===== config.mk =====
export PLATFORM = sky130hd
export DESIGN_NAME = bsas_socket
export DESIGN_NICKNAME = d
export VERILOG_FILES = /design/src/verilog/bsas_pkg.sv /design/src/verilog/bsas_socket.sv
export VERILOG_INCLUDE_DIRS = /design/src /design/src/verilog
export SDC_FILE = /design/constraint.sdc
export NUM_CORES = 1
export LEC_CHECK = 0
export ABC_AREA = 1
export BUFFER_PORTS_ARGS = -buffer_cell sky130_fd_sc_hd__buf_2
export CAP_MARGIN = 20
export CELL_PAD_IN_SITES_DETAIL_PLACEMENT = 1
export CELL_PAD_IN_SITES_GLOBAL_PLACEMENT = 1
export CORE_MARGIN = 2
export CORE_UTILIZATION = 47
export DETAILED_ROUTE_END_ITERATION = 7
export GPL_TIMING_DRIVEN = 0
export PLACE_DENSITY = 0.94
export SLEW_MARGIN = 20
export SYNTH_ARGS = -nofsm -noshare
export SYNTH_HDL_FRONTEND = slang
export SYNTH_SLANG_ARGS = --single-unit

===== constraint.sdc =====
create_clock -name CORE_CLK_IN -period 22.7 [get_ports CORE_CLK_IN]
set_input_delay 3.405 -clock CORE_CLK_IN [delete_from_list [all_inputs] [get_ports CORE_CLK_IN]]
set_output_delay 3.405 -clock CORE_CLK_IN [all_outputs]
set_load 0.05 [all_outputs]

===== src/verilog/bsas_params.svh =====
`ifndef BSAS_PARAMS_SVH
`define BSAS_PARAMS_SVH
`define BSAS_FABRIC_CELLS 64
`define BSAS_CELLS_PER_SEL 16
`define BSAS_NUM_SEL (`BSAS_FABRIC_CELLS / `BSAS_CELLS_PER_SEL)
`define BSAS_MAX_DC_BITS 24
// Register map, byte addresses
`define BSAS_GCTRL_ADDR 12'h000
`define BSAS_GSTAT_ADDR 12'h004
`define BSAS_SEL_PAGE 4'h1
`define BSAS_SEL_ZMASK_OFS 4'h0
`define BSAS_SEL_OMASK_OFS 4'h4
`define BSAS_SEL_CTRL_OFS 4'h8
`define BSAS_SEL_STAT_OFS 4'hc
// Selector control fields
`define BSAS_CTRL_MODE_LSB 0
`define BSAS_CTRL_DATA_BIT 2
`define BSAS_CTRL_SPEC_BIT 3
`define BSAS_CTRL_WAIT_BIT 4
// DMA control byte fields (each kept in both nibbles)
`define BSAS_DMA_ENBL_BIT 0
`define BSAS_DMA_CHAN_BIT 1
`define BSAS_MASK_RESET 32'h0000_0000
`define BSAS_CTRL_RESET 5'h00
`endif


===== src/verilog/bsas_pkg.sv =====
package bsas_pkg;
	typedef enum logic [1:0] {BSAS_MODE_PLAIN, BSAS_MODE_COMBINED_DECODE_MACRO, BSAS_MODE_DMA, BSAS_MODE_EXTPORT}
		bsas_mode_t;
	// One system bus request as seen by the socket
	typedef struct packed {
		logic [31:0] addr;
		logic [7:0] wdata;
		logic rd;
		logic wr;
		logic space_spec;
	} bsas_req_t;
	// Per-selector configuration
	typedef struct packed {
		logic init_wait;
		logic space_spec;
		logic space_data;
		bsas_mode_t mode;
	} bsas_cfg_t;
endpackage : bsas_pkg


===== src/verilog/bsas_socket.sv =====
`timescale 1ns/1ns
`include "bsas_params.svh"
module bsas_socket
	import bsas_pkg::*;
(
	input wire logic CORE_CLK_IN,
	input wire logic RST_IN,
	input wire logic PSEL_IN,
	input wire logic PENABLE_IN,
	input wire logic PWRITE_IN,
	input wire logic [11:0] PADDR_IN,
	input wire logic [31:0] PWDATA_IN,
	output logic [31:0] PRDATA_OUT,
	output logic PREADY_OUT,
	output logic PSLVERR_OUT,
	input wire bsas_req_t BUS_REQ_IN,
	output logic [7:0] BUS_RDATA_OUT,
	output logic BUS_WAIT_OUT,
	input wire logic [`BSAS_NUM_SEL*8-1:0] FABRIC_RDATA_IN,
	input wire logic EXTEND_NEXT_CYCLE_IN,
	output logic WAIT_HISTORY_FLAG_OUT,
	output logic [31:0] FABRIC_ADDR_OUT,
	output logic [7:0] FABRIC_WDATA_OUT,
	output logic [`BSAS_NUM_SEL-1:0] READ_STROBE_OUT,
	output logic [`BSAS_NUM_SEL-1:0] WRITE_STROBE_OUT,
	output logic [`BSAS_NUM_SEL-1:0] DEVICE_ENABLE_OUT,
	output logic [`BSAS_NUM_SEL-1:0] EXT_PORT_TAKE_OUT,
	input wire logic [`BSAS_NUM_SEL-1:0] DMA_REQUEST_IN,
	output logic [`BSAS_NUM_SEL-1:0] DMA_GRANT_OUT,
	output logic [1:0] DMA_CHAN_REQ_OUT,
	input wire logic [1:0] DMA_CHAN_ACK_IN
);
	localparam int NSEL = `BSAS_NUM_SEL;

	logic [31:0] zmask_q [NSEL];
	logic [31:0] omask_q [NSEL];
	bsas_cfg_t cfg_q [NSEL];
	logic [1:0] dmactl_q [NSEL];
	logic lock_q;
	logic active_q;
	logic wait_q;
	logic hist_q;
	logic [NSEL-1:0] rd_q, wr_q, en_q, ext_q, dmard_q, grant_q;
	logic [7:0] rdata_q;
	logic [31:0] addr_q;
	logic [7:0] wdata_q;
	logic [1:0] chreq_q;
	logic pready_q, pslverr_q;
	logic [31:0] prdata_q;
	logic [NSEL-1:0] hit;
	logic [NSEL-1:0] cfg_ok;
	logic hold, take, init_hit;
	logic [7:0] rdata_d;
	logic [1:0] chreq_d;
	logic [NSEL-1:0] dma_on, grant_d;
	logic [1:0] apb_sel;
	logic apb_err;
	logic [31:0] apb_rv;

	// Per-bit compare: a bit in neither mask can never match
	function automatic logic addr_match(input logic [31:0] a, input logic [31:0] z,
		input logic [31:0] o);
		addr_match = &((z & ~a) | (o & a));
	endfunction : addr_match

	// Don't-care bits must form a low-order run no longer than the 16M limit
	function automatic logic range_ok(input logic [31:0] z, input logic [31:0] o);
		logic [31:0] dc;
		dc = z & o;
		range_ok = ((dc & (dc + 32'h0000_0001)) == 32'h0000_0000) &&
			(dc[31:`BSAS_MAX_DC_BITS] == '0);
	endfunction : range_ok

	// A held transaction blocks new requests; the master keeps its request up meanwhile
	assign hold = active_q && wait_q;
	assign take = !hold && (BUS_REQ_IN.rd || BUS_REQ_IN.wr);

	// Address and space decode for every selector
	always_comb
	begin
		init_hit = 1'b0;
		for (int i = 0; i < NSEL; i++)
		begin
			cfg_ok[i] = range_ok(zmask_q[i], omask_q[i]);
			hit[i] = cfg_ok[i] && addr_match(BUS_REQ_IN.addr, zmask_q[i], omask_q[i]) &&
				(BUS_REQ_IN.space_spec ? cfg_q[i].space_spec : cfg_q[i].space_data);
			init_hit = init_hit | (hit[i] & cfg_q[i].init_wait);
		end
	end

	// Registered strobes appear with the registered address and write data
	always_ff @(posedge CORE_CLK_IN or posedge RST_IN)
	begin
		if (RST_IN)
		begin
			rd_q <= '0;
			wr_q <= '0;
			en_q <= '0;
			ext_q <= '0;
			dmard_q <= '0;
		end
		else if (take)
		begin
			for (int i = 0; i < NSEL; i++)
			begin
				rd_q[i] <= hit[i] && BUS_REQ_IN.rd && (cfg_q[i].mode == BSAS_MODE_PLAIN ||
					cfg_q[i].mode == BSAS_MODE_COMBINED_DECODE_MACRO);
				wr_q[i] <= hit[i] && BUS_REQ_IN.wr &&
					cfg_q[i].mode == BSAS_MODE_PLAIN;
				en_q[i] <= hit[i] && cfg_q[i].mode == BSAS_MODE_COMBINED_DECODE_MACRO;
				ext_q[i] <= hit[i] && cfg_q[i].mode == BSAS_MODE_EXTPORT;
				dmard_q[i] <= hit[i] && BUS_REQ_IN.rd && cfg_q[i].mode == BSAS_MODE_DMA;
			end
		end
		else if (!hold)
		begin
			// Idle cycle or finished transaction: nothing stays selected
			rd_q <= '0;
			wr_q <= '0;
			en_q <= '0;
			ext_q <= '0;
			dmard_q <= '0;
		end
	end

	// Address and write data go to the fabric unchanged and in full width
	always_ff @(posedge CORE_CLK_IN or posedge RST_IN)
	begin
		if (RST_IN)
		begin
			addr_q <= 32'h0000_0000;
			wdata_q <= 8'h00;
		end
		else if (take)
		begin
			addr_q <= BUS_REQ_IN.addr;
			wdata_q <= BUS_REQ_IN.wdata;
		end
	end

	// Transaction and wait tracking; the selector's first wait covers reads and writes alike
	always_ff @(posedge CORE_CLK_IN or posedge RST_IN)
	begin
		if (RST_IN)
		begin
			active_q <= 1'b0;
			wait_q <= 1'b0;
			hist_q <= 1'b0;
		end
		else
		begin
			active_q <= take || hold;
			wait_q <= (take && init_hit) ||
				(active_q && EXTEND_NEXT_CYCLE_IN);
			hist_q <= wait_q;
		end
	end

	// Read data is a plain OR of every contribution plus any DMA control byte read
	always_comb
	begin
		rdata_d = 8'h00;
		for (int i = 0; i < NSEL; i++)
		begin
			rdata_d = rdata_d | FABRIC_RDATA_IN[i*8 +: 8];
			if (dmard_q[i])
				rdata_d = rdata_d | {2'b00, dmactl_q[i], 2'b00, dmactl_q[i]};
		end
	end

	// Costs one cycle of latency but keeps the output registered
	always_ff @(posedge CORE_CLK_IN or posedge RST_IN)
	begin
		if (RST_IN)
			rdata_q <= 8'h00;
		else
			rdata_q <= rdata_d;
	end

	// DMA control byte written through its own decoded address, both nibbles ORed
	always_ff @(posedge CORE_CLK_IN or posedge RST_IN)
	begin
		if (RST_IN)
		begin
			for (int i = 0; i < NSEL; i++)
				dmactl_q[i] <= 2'b00;
		end
		else if (take && BUS_REQ_IN.wr)
		begin
			for (int i = 0; i < NSEL; i++)
				if (hit[i] && cfg_q[i].mode == BSAS_MODE_DMA)
					dmactl_q[i] <= BUS_REQ_IN.wdata[5:4] | BUS_REQ_IN.wdata[1:0];
		end
	end

	// Request gating and steering to a channel, grant steered back
	always_comb
	begin
		chreq_d = 2'b00;
		dma_on = '0;
		grant_d = '0;
		for (int i = 0; i < NSEL; i++)
		begin
			dma_on[i] = cfg_q[i].mode == BSAS_MODE_DMA && dmactl_q[i][`BSAS_DMA_ENBL_BIT];
			if (dma_on[i] && DMA_REQUEST_IN[i])
				chreq_d[dmactl_q[i][`BSAS_DMA_CHAN_BIT]] = 1'b1;
			grant_d[i] = dma_on[i] && DMA_CHAN_ACK_IN[dmactl_q[i][`BSAS_DMA_CHAN_BIT]];
		end
	end

	// Channel request and grant leave flip-flops, one cycle after their inputs
	always_ff @(posedge CORE_CLK_IN or posedge RST_IN)
	begin
		if (RST_IN)
		begin
			chreq_q <= 2'b00;
			grant_q <= '0;
		end
		else
		begin
			chreq_q <= chreq_d;
			grant_q <= grant_d;
		end
	end

	// Four selectors need two index bits; the index check against NSEL keeps higher indices out
	assign apb_sel = PADDR_IN[5:4];

	// Register decode shared by the read data and the error response
	always_comb
	begin
		apb_err = 1'b0;
		apb_rv = 32'h0000_0000;
		if (PADDR_IN == `BSAS_GCTRL_ADDR)
			apb_rv = {31'h0, lock_q};
		else if (PADDR_IN == `BSAS_GSTAT_ADDR)
			apb_rv = {29'h0, hist_q, wait_q, active_q};
		else if (PADDR_IN[11:8] == `BSAS_SEL_PAGE && 32'(PADDR_IN[7:4]) < NSEL)
		begin
			unique case (PADDR_IN[3:0])
				`BSAS_SEL_ZMASK_OFS: apb_rv = zmask_q[apb_sel];
				`BSAS_SEL_OMASK_OFS: apb_rv = omask_q[apb_sel];
				`BSAS_SEL_CTRL_OFS: apb_rv = {27'h0, cfg_q[apb_sel]};
				`BSAS_SEL_STAT_OFS: apb_rv = {29'h0, dmactl_q[apb_sel], cfg_ok[apb_sel]};
				default: apb_err = 1'b1;
			endcase
			// Masks are frozen once initialization is declared finished
			if (PWRITE_IN && lock_q && PADDR_IN[3] == 1'b0)
				apb_err = 1'b1;
		end
		else
			apb_err = 1'b1;
	end

	// APB slave: one wait cycle so that read data leaves a flip-flop
	always_ff @(posedge CORE_CLK_IN or posedge RST_IN)
	begin
		if (RST_IN)
		begin
			pready_q <= 1'b0;
			pslverr_q <= 1'b0;
			prdata_q <= 32'h0000_0000;
		end
		else
		begin
			pready_q <= PSEL_IN && PENABLE_IN && !pready_q;
			pslverr_q <= PSEL_IN && PENABLE_IN && !pready_q && apb_err;
			prdata_q <= (PSEL_IN && !PWRITE_IN && !apb_err) ? apb_rv : 32'h0000_0000;
		end
	end

	// Configuration writes land on the edge where pready is sampled
	always_ff @(posedge CORE_CLK_IN or posedge RST_IN)
	begin
		if (RST_IN)
		begin
			lock_q <= 1'b0;
			for (int i = 0; i < NSEL; i++)
			begin
				zmask_q[i] <= `BSAS_MASK_RESET;
				omask_q[i] <= `BSAS_MASK_RESET;
				cfg_q[i] <= `BSAS_CTRL_RESET;
			end
		end
		else if (PSEL_IN && PENABLE_IN && pready_q && PWRITE_IN && !pslverr_q)
		begin
			if (PADDR_IN == `BSAS_GCTRL_ADDR && PWDATA_IN[0])
				lock_q <= 1'b1;
			if (PADDR_IN[11:8] == `BSAS_SEL_PAGE)
			begin
				unique case (PADDR_IN[3:0])
					`BSAS_SEL_ZMASK_OFS: zmask_q[apb_sel] <= PWDATA_IN;
					`BSAS_SEL_OMASK_OFS: omask_q[apb_sel] <= PWDATA_IN;
					`BSAS_SEL_CTRL_OFS: cfg_q[apb_sel] <= bsas_cfg_t'(PWDATA_IN[4:0]);
					default: ;
				endcase
			end
		end
	end

	// Outputs come straight from the registers above
	assign PRDATA_OUT = prdata_q;
	assign PREADY_OUT = pready_q;
	assign PSLVERR_OUT = pslverr_q;
	assign BUS_RDATA_OUT = rdata_q;
	assign BUS_WAIT_OUT = wait_q;
	assign WAIT_HISTORY_FLAG_OUT = hist_q;
	assign FABRIC_ADDR_OUT = addr_q;
	assign FABRIC_WDATA_OUT = wdata_q;
	assign READ_STROBE_OUT = rd_q;
	assign WRITE_STROBE_OUT = wr_q;
	assign DEVICE_ENABLE_OUT = en_q;
	assign EXT_PORT_TAKE_OUT = ext_q;
	assign DMA_GRANT_OUT = grant_q;
	assign DMA_CHAN_REQ_OUT = chreq_q;
endmodule : bsas_socket


### Word-level counts from Yosys, hierarchy flattened

Index checks and enable logic that the tools add are counted.
Widths: inputs -> output; s select.

* add/sub/neg operators: 4
* reduce and logical (&&, ||, !) cells: 117
* equal/unequal tests: 18
* magnitude comparators: 12
* muxes and demuxes: 65
* bitwise operators: 41

Operators by type and width (count)
* $and 32x32->32: 16
* $mux 32: 9
* $bwmux 128: 2
* $add 32x1->32 const B: 4
* $bmux 32 s2: 2
* $logic_not 32->1: 4
* $or 32x32->32: 4
* $pmux 32 s4: 1
* $reduce_and 32->1: 4
* $logic_and 1x1->1: 78
* $demux 32 s2: 1
* $logic_not 8->1: 4
* $mux 8: 4
* $not 32->32: 1
* $or 8x6->8: 4
* $mux 4: 6
* $or 8x8->8: 3
* $mux 1: 22
* $bwmux 20: 1
* $eq 2x2->1 const B: 8
* $mux 5: 3
* $eq 12x3->1 const B: 1
* $logic_not 12->1: 1
* $mux 2: 6
* other kinds (28): 68

* input bits: 131
* word-level logic and storage cells: 302
* register bits after elaboration: 396
* output and inout port bits: 106

### Longest topological paths before layout

* word-level depth: 13
* mapped depth: 20
* mapped depth without buffers: 20

### Least setup slack after synthesis

Ideal clock, no wire load.

* path kind: input-to-reg
* start point: in PADDR_IN[1]
* end point: reg prdata_q[21] (netlist: PRDATA_OUT[21])
* setup time: 73 ps
* data required time: 22627 ps
* stages on the path: 15
* path slack: 17697 ps
* arrival time: 4930 ps
* buffers on the path: 2
* cell sequence: nor2_1 -> inv_2 -> nor3_4 -> inv_2 -> nor3_4 -> nor2_1 -> nand2_1 -> nand3_1 -> clkinv_1 -> nand2_1 -> inv_2 -> nand2_1 -> buf_2 -> buf_6 -> a21oi_2

* word-level cells in the longest chain between the ends: 10
* elaborated cells on any way between the ends: 19
* classes of those cells: eq/ne (4); mux (10); reduce/logical (5)

RTL lines
* start: declaration: line bsas_socket.sv:11 `input wire logic [11:0] PADDR_IN,`
* $eq 4x4->1, or another cell as far along: line bsas_socket.sv:240 `unique case (PADDR_IN[3:0])`
* $reduce_or 4->1 (no source line)
* $mux 1: line bsas_socket.sv:240
* $mux 1: line bsas_socket.sv:248 `if (PWRITE_IN && lock_q && PADDR_IN[3] == 1'b0)`
* $mux 1: line bsas_socket.sv:238 `` else if (PADDR_IN[11:8] == `BSAS_SEL_PAGE && 32'(PADDR_IN[7:4]) < NSEL) ``
* $mux 1: line bsas_socket.sv:236 `` else if (PADDR_IN == `BSAS_GSTAT_ADDR) ``
* $mux 1: line bsas_socket.sv:234 `` if (PADDR_IN == `BSAS_GCTRL_ADDR) ``
* $logic_not 1->1: line bsas_socket.sv:268 `prdata_q <= (PSEL_IN && !PWRITE_IN && !apb_err) ? apb_rv : 32'h0000_0000;`
* $logic_and 1x1->1: line bsas_socket.sv:268
* $mux 32 (*): line bsas_socket.sv:268
* end signal: assignment: line bsas_socket.sv:268
* end: declaration: line bsas_socket.sv:49 `logic [31:0] prdata_q;`

Mark *: on every way between the ends. The rest lies on a longest branch, timed or not.
A chain may end at the register's enable or synchronous reset.

### Final worst setup path

* start point: in PADDR_IN[11]
* end point: reg prdata_q[14] (netlist: PRDATA_OUT[14])

* word-level cells in the longest chain between the ends: 8
* elaborated cells on any way between the ends: 13
* classes of those cells: eq/ne (2); mux (7); reduce/logical (4)

RTL lines (line)
* $eq 4x1->1 (no source line)
* $logic_and 1x1->1: bsas_socket.sv:238
* $mux 1: bsas_socket.sv:238
* $mux 1: bsas_socket.sv:236
* $mux 1: bsas_socket.sv:234
* $logic_not 1->1: bsas_socket.sv:268
* $logic_and 1x1->1: bsas_socket.sv:268
* $mux 32 (*): bsas_socket.sv:268

Marked as above.

==> impl_results.rst <==
.. list-table::
   :header-rows: 1

   * - Metric
     - Value
   * - Combinational share of power
     - 9.8%
   * - Worst max-slew margin expressed relative to the limit
     - 19.7%
   * - Total buffers and inverters traversed by the critical path
     - 6
   * - CP dominant cell by count
     - sky130_fd_sc_hd__nand2_1
   * - RD Place Congestion
     - 1.09
   * - WS Path Type
     - input port to register
   * - Number of buffers inserted during clock tree synthesis
     - 44
   * - Die outline width
     - 221 um
   * - Share of total power in the clock network
     - 46.5%
   * - Post-Synthesis Cells
     - 3108
   * - Count of flip-flops with a built-in enable after synthesis
     - 0
   * - Detailed-route via count
     - 26000
   * - # IOs
     - 237
   * - Buffer count from post-CTS setup fixing
     - 0
   * - Largest net degree at the start of global routing
     - 94
   * - Sequential element share of the synthesized area
     - 44.7%
   * - Cell taking the most area after synthesis
     - sky130_fd_sc_hd__dfrtp_1
   * - Pins Over Slew Limit
     - 0
   * - Biggest area contributors in the synthesized netlist
     - sky130_fd_sc_hd__dfrtp_1 45%, sky130_fd_sc_hd__nand2_1 17%, sky130_fd_sc_hd__o21ai_0 10%
   * - Proportion of power drawn by flip-flops and latches
     - 43.7%
   * - Fraction of final layout cells with drive strength greater than 1
     - 10.7%
   * - Clk_lat worst skew
     - 0.60 ns
   * - Post-route antenna net violation count
     - 0
   * - Slowest cell delay on critical path
     - 0.77 ns
   * - Detailed-route DRC error count
     - 0
   * - Unrepaired setup endpoints after global routing
     - no
   * - Final cycle utilization of the critical path
     - 29.2%
   * - Number of max-capacitance violations reported
     - 0
   * - Switching share of power
     - 28.2%
   * - Vias per std cell
     - 6.49
   * - Clock-pin slew of the registers on the worst-case setup and hold paths
     - 0.06 ns
   * - Netlist area before placement
     - 22200 um2
   * - Largest vdd supply drop
     - 69.0 uV
   * - Final setup violation count
     - 0
   * - Minimum setup slack in the final design
     - 16.07 ns
   * - Top-count cell post-synth
     - sky130_fd_sc_hd__nand2_1
   * - Yosys warnings
     - 0
   * - Number of buffers added to fix hold violations after cts
     - 0
   * - Pwr per Cell Area
     - 64.7 nW/um2
   * - Power spent charging and discharging nets
     - 0.468 mW
   * - Mean cell area of the mapped netlist
     - 7.14 um2
   * - Number of cells upsized or downsized after cts
     - 0
   * - Total power
     - 1.66 mW
   * - Met2 track utilization from global routing
     - 73.2%
   * - Number of rows in the core area
     - 79
   * - Met3 usage
     - 15.0%
   * - Primary FF master, synth
     - sky130_fd_sc_hd__dfrtp_1
   * - Drt first pass iters
     - 8
   * - Cell with the biggest individual delay on the critical path
     - sky130_fd_sc_hd__nor3_1
   * - I/O Buffers
     - 208
   * - Top-area cell type share of the netlist area
     - 44.7%
   * - Number of antenna violations at the first check in global routing
     - 7
   * - WL final
     - 120 mm
   * - Post-synthesis async set-or-reset flop share
     - 100%
   * - Chip Height
     - 221 um
   * - HPWL after detailed placement
     - 91.5 mm
   * - Highest net fanout along the worst path
     - 10
   * - Seq cells post-synth
     - 396
   * - Number of inserted filler cells in the final layout
     - 6078
   * - Core Region
     - 46600 um2
   * - CTS Buffer Depth
     - 3
   * - Post-placement worst setup slack
     - 16.03 ns
   * - Post-synth cell types
     - 52
   * - Path type of the worst min-delay path
     - register to register
   * - Crit path max-delay family
     - simple AND/OR/NAND/NOR gates
   * - Clock sinks
     - 396
   * - Root cell of the clock tree
     - sky130_fd_sc_hd__clkbuf_16
   * - Kind of end point of the critical path
     - register
   * - H-tree levels
     - 2
   * - Violation count after the first detailed-route iteration
     - 3340
   * - Met1 usage
     - 58.0%
   * - Global-route wire length before repair
     - 174 mm
   * - Summed negative setup slack over all endpoints
     - 0 ns
   * - Leftover overflow at the end of global routing
     - 0
   * - Final hold vios
     - 0
   * - Max Clock Skew
     - 0.0229 ns
   * - Top cells by instance count after synthesis
     - 1017 x sky130_fd_sc_hd__nand2_1, 461 x sky130_fd_sc_hd__o21ai_0, 396 x sky130_fd_sc_hd__dfrtp_1
   * - Leakage Power
     - 11.3 nW
   * - Post-synthesis net count
     - 3239
   * - Number of global-route vias before repair
     - 26700
   * - Slew at the pin with the worst max-slew slack
     - 1.20 ns
   * - Timing-limited maximum frequency
     - 151 MHz
   * - Worst path required time
     - 23.12 ns
   * - Clock period minus worst slack
     - 6.63 ns
   * - Cells along the critical path
     - buf_2, nor2_1, inv_1, nor3_1, inv_1, nor3_1, o31ai_1, nand2_1, nand3_1, clkinv_1, nand2_1, inv_2, nand2_1, clkbuf_1, a21oi_1
   * - Total Die Area
     - 49000 um2
   * - Data arrival at the endpoint of the critical path
     - 7.04 ns
   * - GRT busiest layer
     - met2
   * - Routed wire per std cell
     - 29.9 um
   * - Starting Density
     - 47.7%
   * - Status
     - complete, no violations
   * - Final #Nets
     - 3498
   * - Internal power contribution
     - 1.19 mW
   * - Overall track demand over capacity in global routing
     - 47.8%
   * - Syn-to-layout area delta
     - 15.5%
   * - Startpoint Class
     - input port
   * - Clock tree from TritonCTS
     - yes
through the flow:
stage / utilization [%] / hold slack (ns) / instance area (um2) / std cells
global route: 55.0 / 0.499 / 25600 / 4007
finish: 55.0 / 0.484 / 25600 / 4007
floorplan: - / 0.442 / 22200 / 3108
detailed placement: 51.8 / 0.468 / 24100 / 3928
global placement: 51.5 / 0.459 / 24000 / 3923
CTS: 55.0 / 0.486 / 25600 / 4006
final timing paths:
kind                                       end  depth (start not counted)  slack, ns                start
max                             PRDATA_OUT[14]                         15      16.07         PADDR_IN[11]
min                        FABRIC_WDATA_OUT[3]                          2       0.48  FABRIC_WDATA_OUT[3]
max reg2reg                        dmactl_q[2]                         15      18.63          omask_q[37]
min reg2reg                FABRIC_WDATA_OUT[3]                          2       0.48  FABRIC_WDATA_OUT[3]
max in group asynchronous          zmask_q[79]                          5      18.21               RST_IN
min in group asynchronous  FABRIC_ADDR_OUT[12]                          2       2.77               RST_IN
worst register-to-register path, cell delays in order (launching register included):
cell and delay [ns]:
sky130_fd_sc_hd__dfrtp_1 0.47, sky130_fd_sc_hd__nand2_1 0.21, sky130_fd_sc_hd__nor2_1 0.39, sky130_fd_sc_hd__nand2_1 0.10
sky130_fd_sc_hd__nor2_1 0.34, sky130_fd_sc_hd__nand2_1 0.23, sky130_fd_sc_hd__o21bai_1 0.24, sky130_fd_sc_hd__nand2_1 0.09
sky130_fd_sc_hd__nor2_1 0.09, sky130_fd_sc_hd__nand3_1 0.13, sky130_fd_sc_hd__nor2_2 0.37, sky130_fd_sc_hd__nand4_1 0.55
sky130_fd_sc_hd__nor2_1 0.35, sky130_fd_sc_hd__nand2_1 0.17, sky130_fd_sc_hd__nand2_1 0.12, sky130_fd_sc_hd__o21ai_1 0.07
sequential cells by signal, summed over array words and instances (netlist names), 8 cells and up:
name,count
omask_q,128
FABRIC_WDATA_OUT,8
zmask_q,128
dmactl_q,8
PRDATA_OUT,32
cfg_q,20
BUS_RDATA_OUT,8
FABRIC_ADDR_OUT,32
final cells by class:
cell class	count	area (um2)	area share [%]
diodes	1	2.50	0.00977
plain buffers	125	482	1.88
clock buffers	63	1300	5.09
clock inverters	15	195	0.762
inverters	306	1160	4.51
multi-input cells	2281	10700	41.6
flip-flops and latches	396	9910	38.7
well taps	607	759	2.96
repair buffers	213	1160	4.53
power by group through the flow:
stage	clock [mW]	combinational (mW)	sequential, mW
finish	0.770	0.163	0.725
global route	0.790	0.167	0.725
CTS	0.763	0.157	0.724
detailed placement	0	0.155	0.737
global placement	0	0.147	0.737
floorplan	0	0.0493	0.773
cell families after synthesis:
| group | Yosys count | share of synthesized area, % |
|---|---|---|
| compound gates | 706 | 18.0 |
| buf+inv | 431 | 7.35 |
| flops | 396 | 44.7 |
| mux | 17 | 0.773 |
| simple gates | 1558 | 29.3 |
routing by layer:
layer	wire length, um	up-vias
met5	73	-
met4	9590	10
met3	14300	569
met2	52200	1940
met1	43500	12800
li1	-	10700
cell usage in the layout, fill, tap and decap left out, types with 17 or more instances in the layout:
cell type                   count
sky130_fd_sc_hd__nand2_1     1017
sky130_fd_sc_hd__o21ai_0      461
sky130_fd_sc_hd__dfrtp_1      396
sky130_fd_sc_hd__inv_1        294
sky130_fd_sc_hd__nor2_1       294
sky130_fd_sc_hd__buf_2        212
sky130_fd_sc_hd__clkbuf_1     117
sky130_fd_sc_hd__nand3_1       89
sky130_fd_sc_hd__a22oi_1       71
sky130_fd_sc_hd__o22ai_1       46
sky130_fd_sc_hd__clkbuf_16     45
sky130_fd_sc_hd__a21oi_1       44
sky130_fd_sc_hd__nor4_1        28
sky130_fd_sc_hd__nand4_1       27
sky130_fd_sc_hd__nor3_1        19
sky130_fd_sc_hd__nor2_2        17
Power figures use the tool's default switching activity.
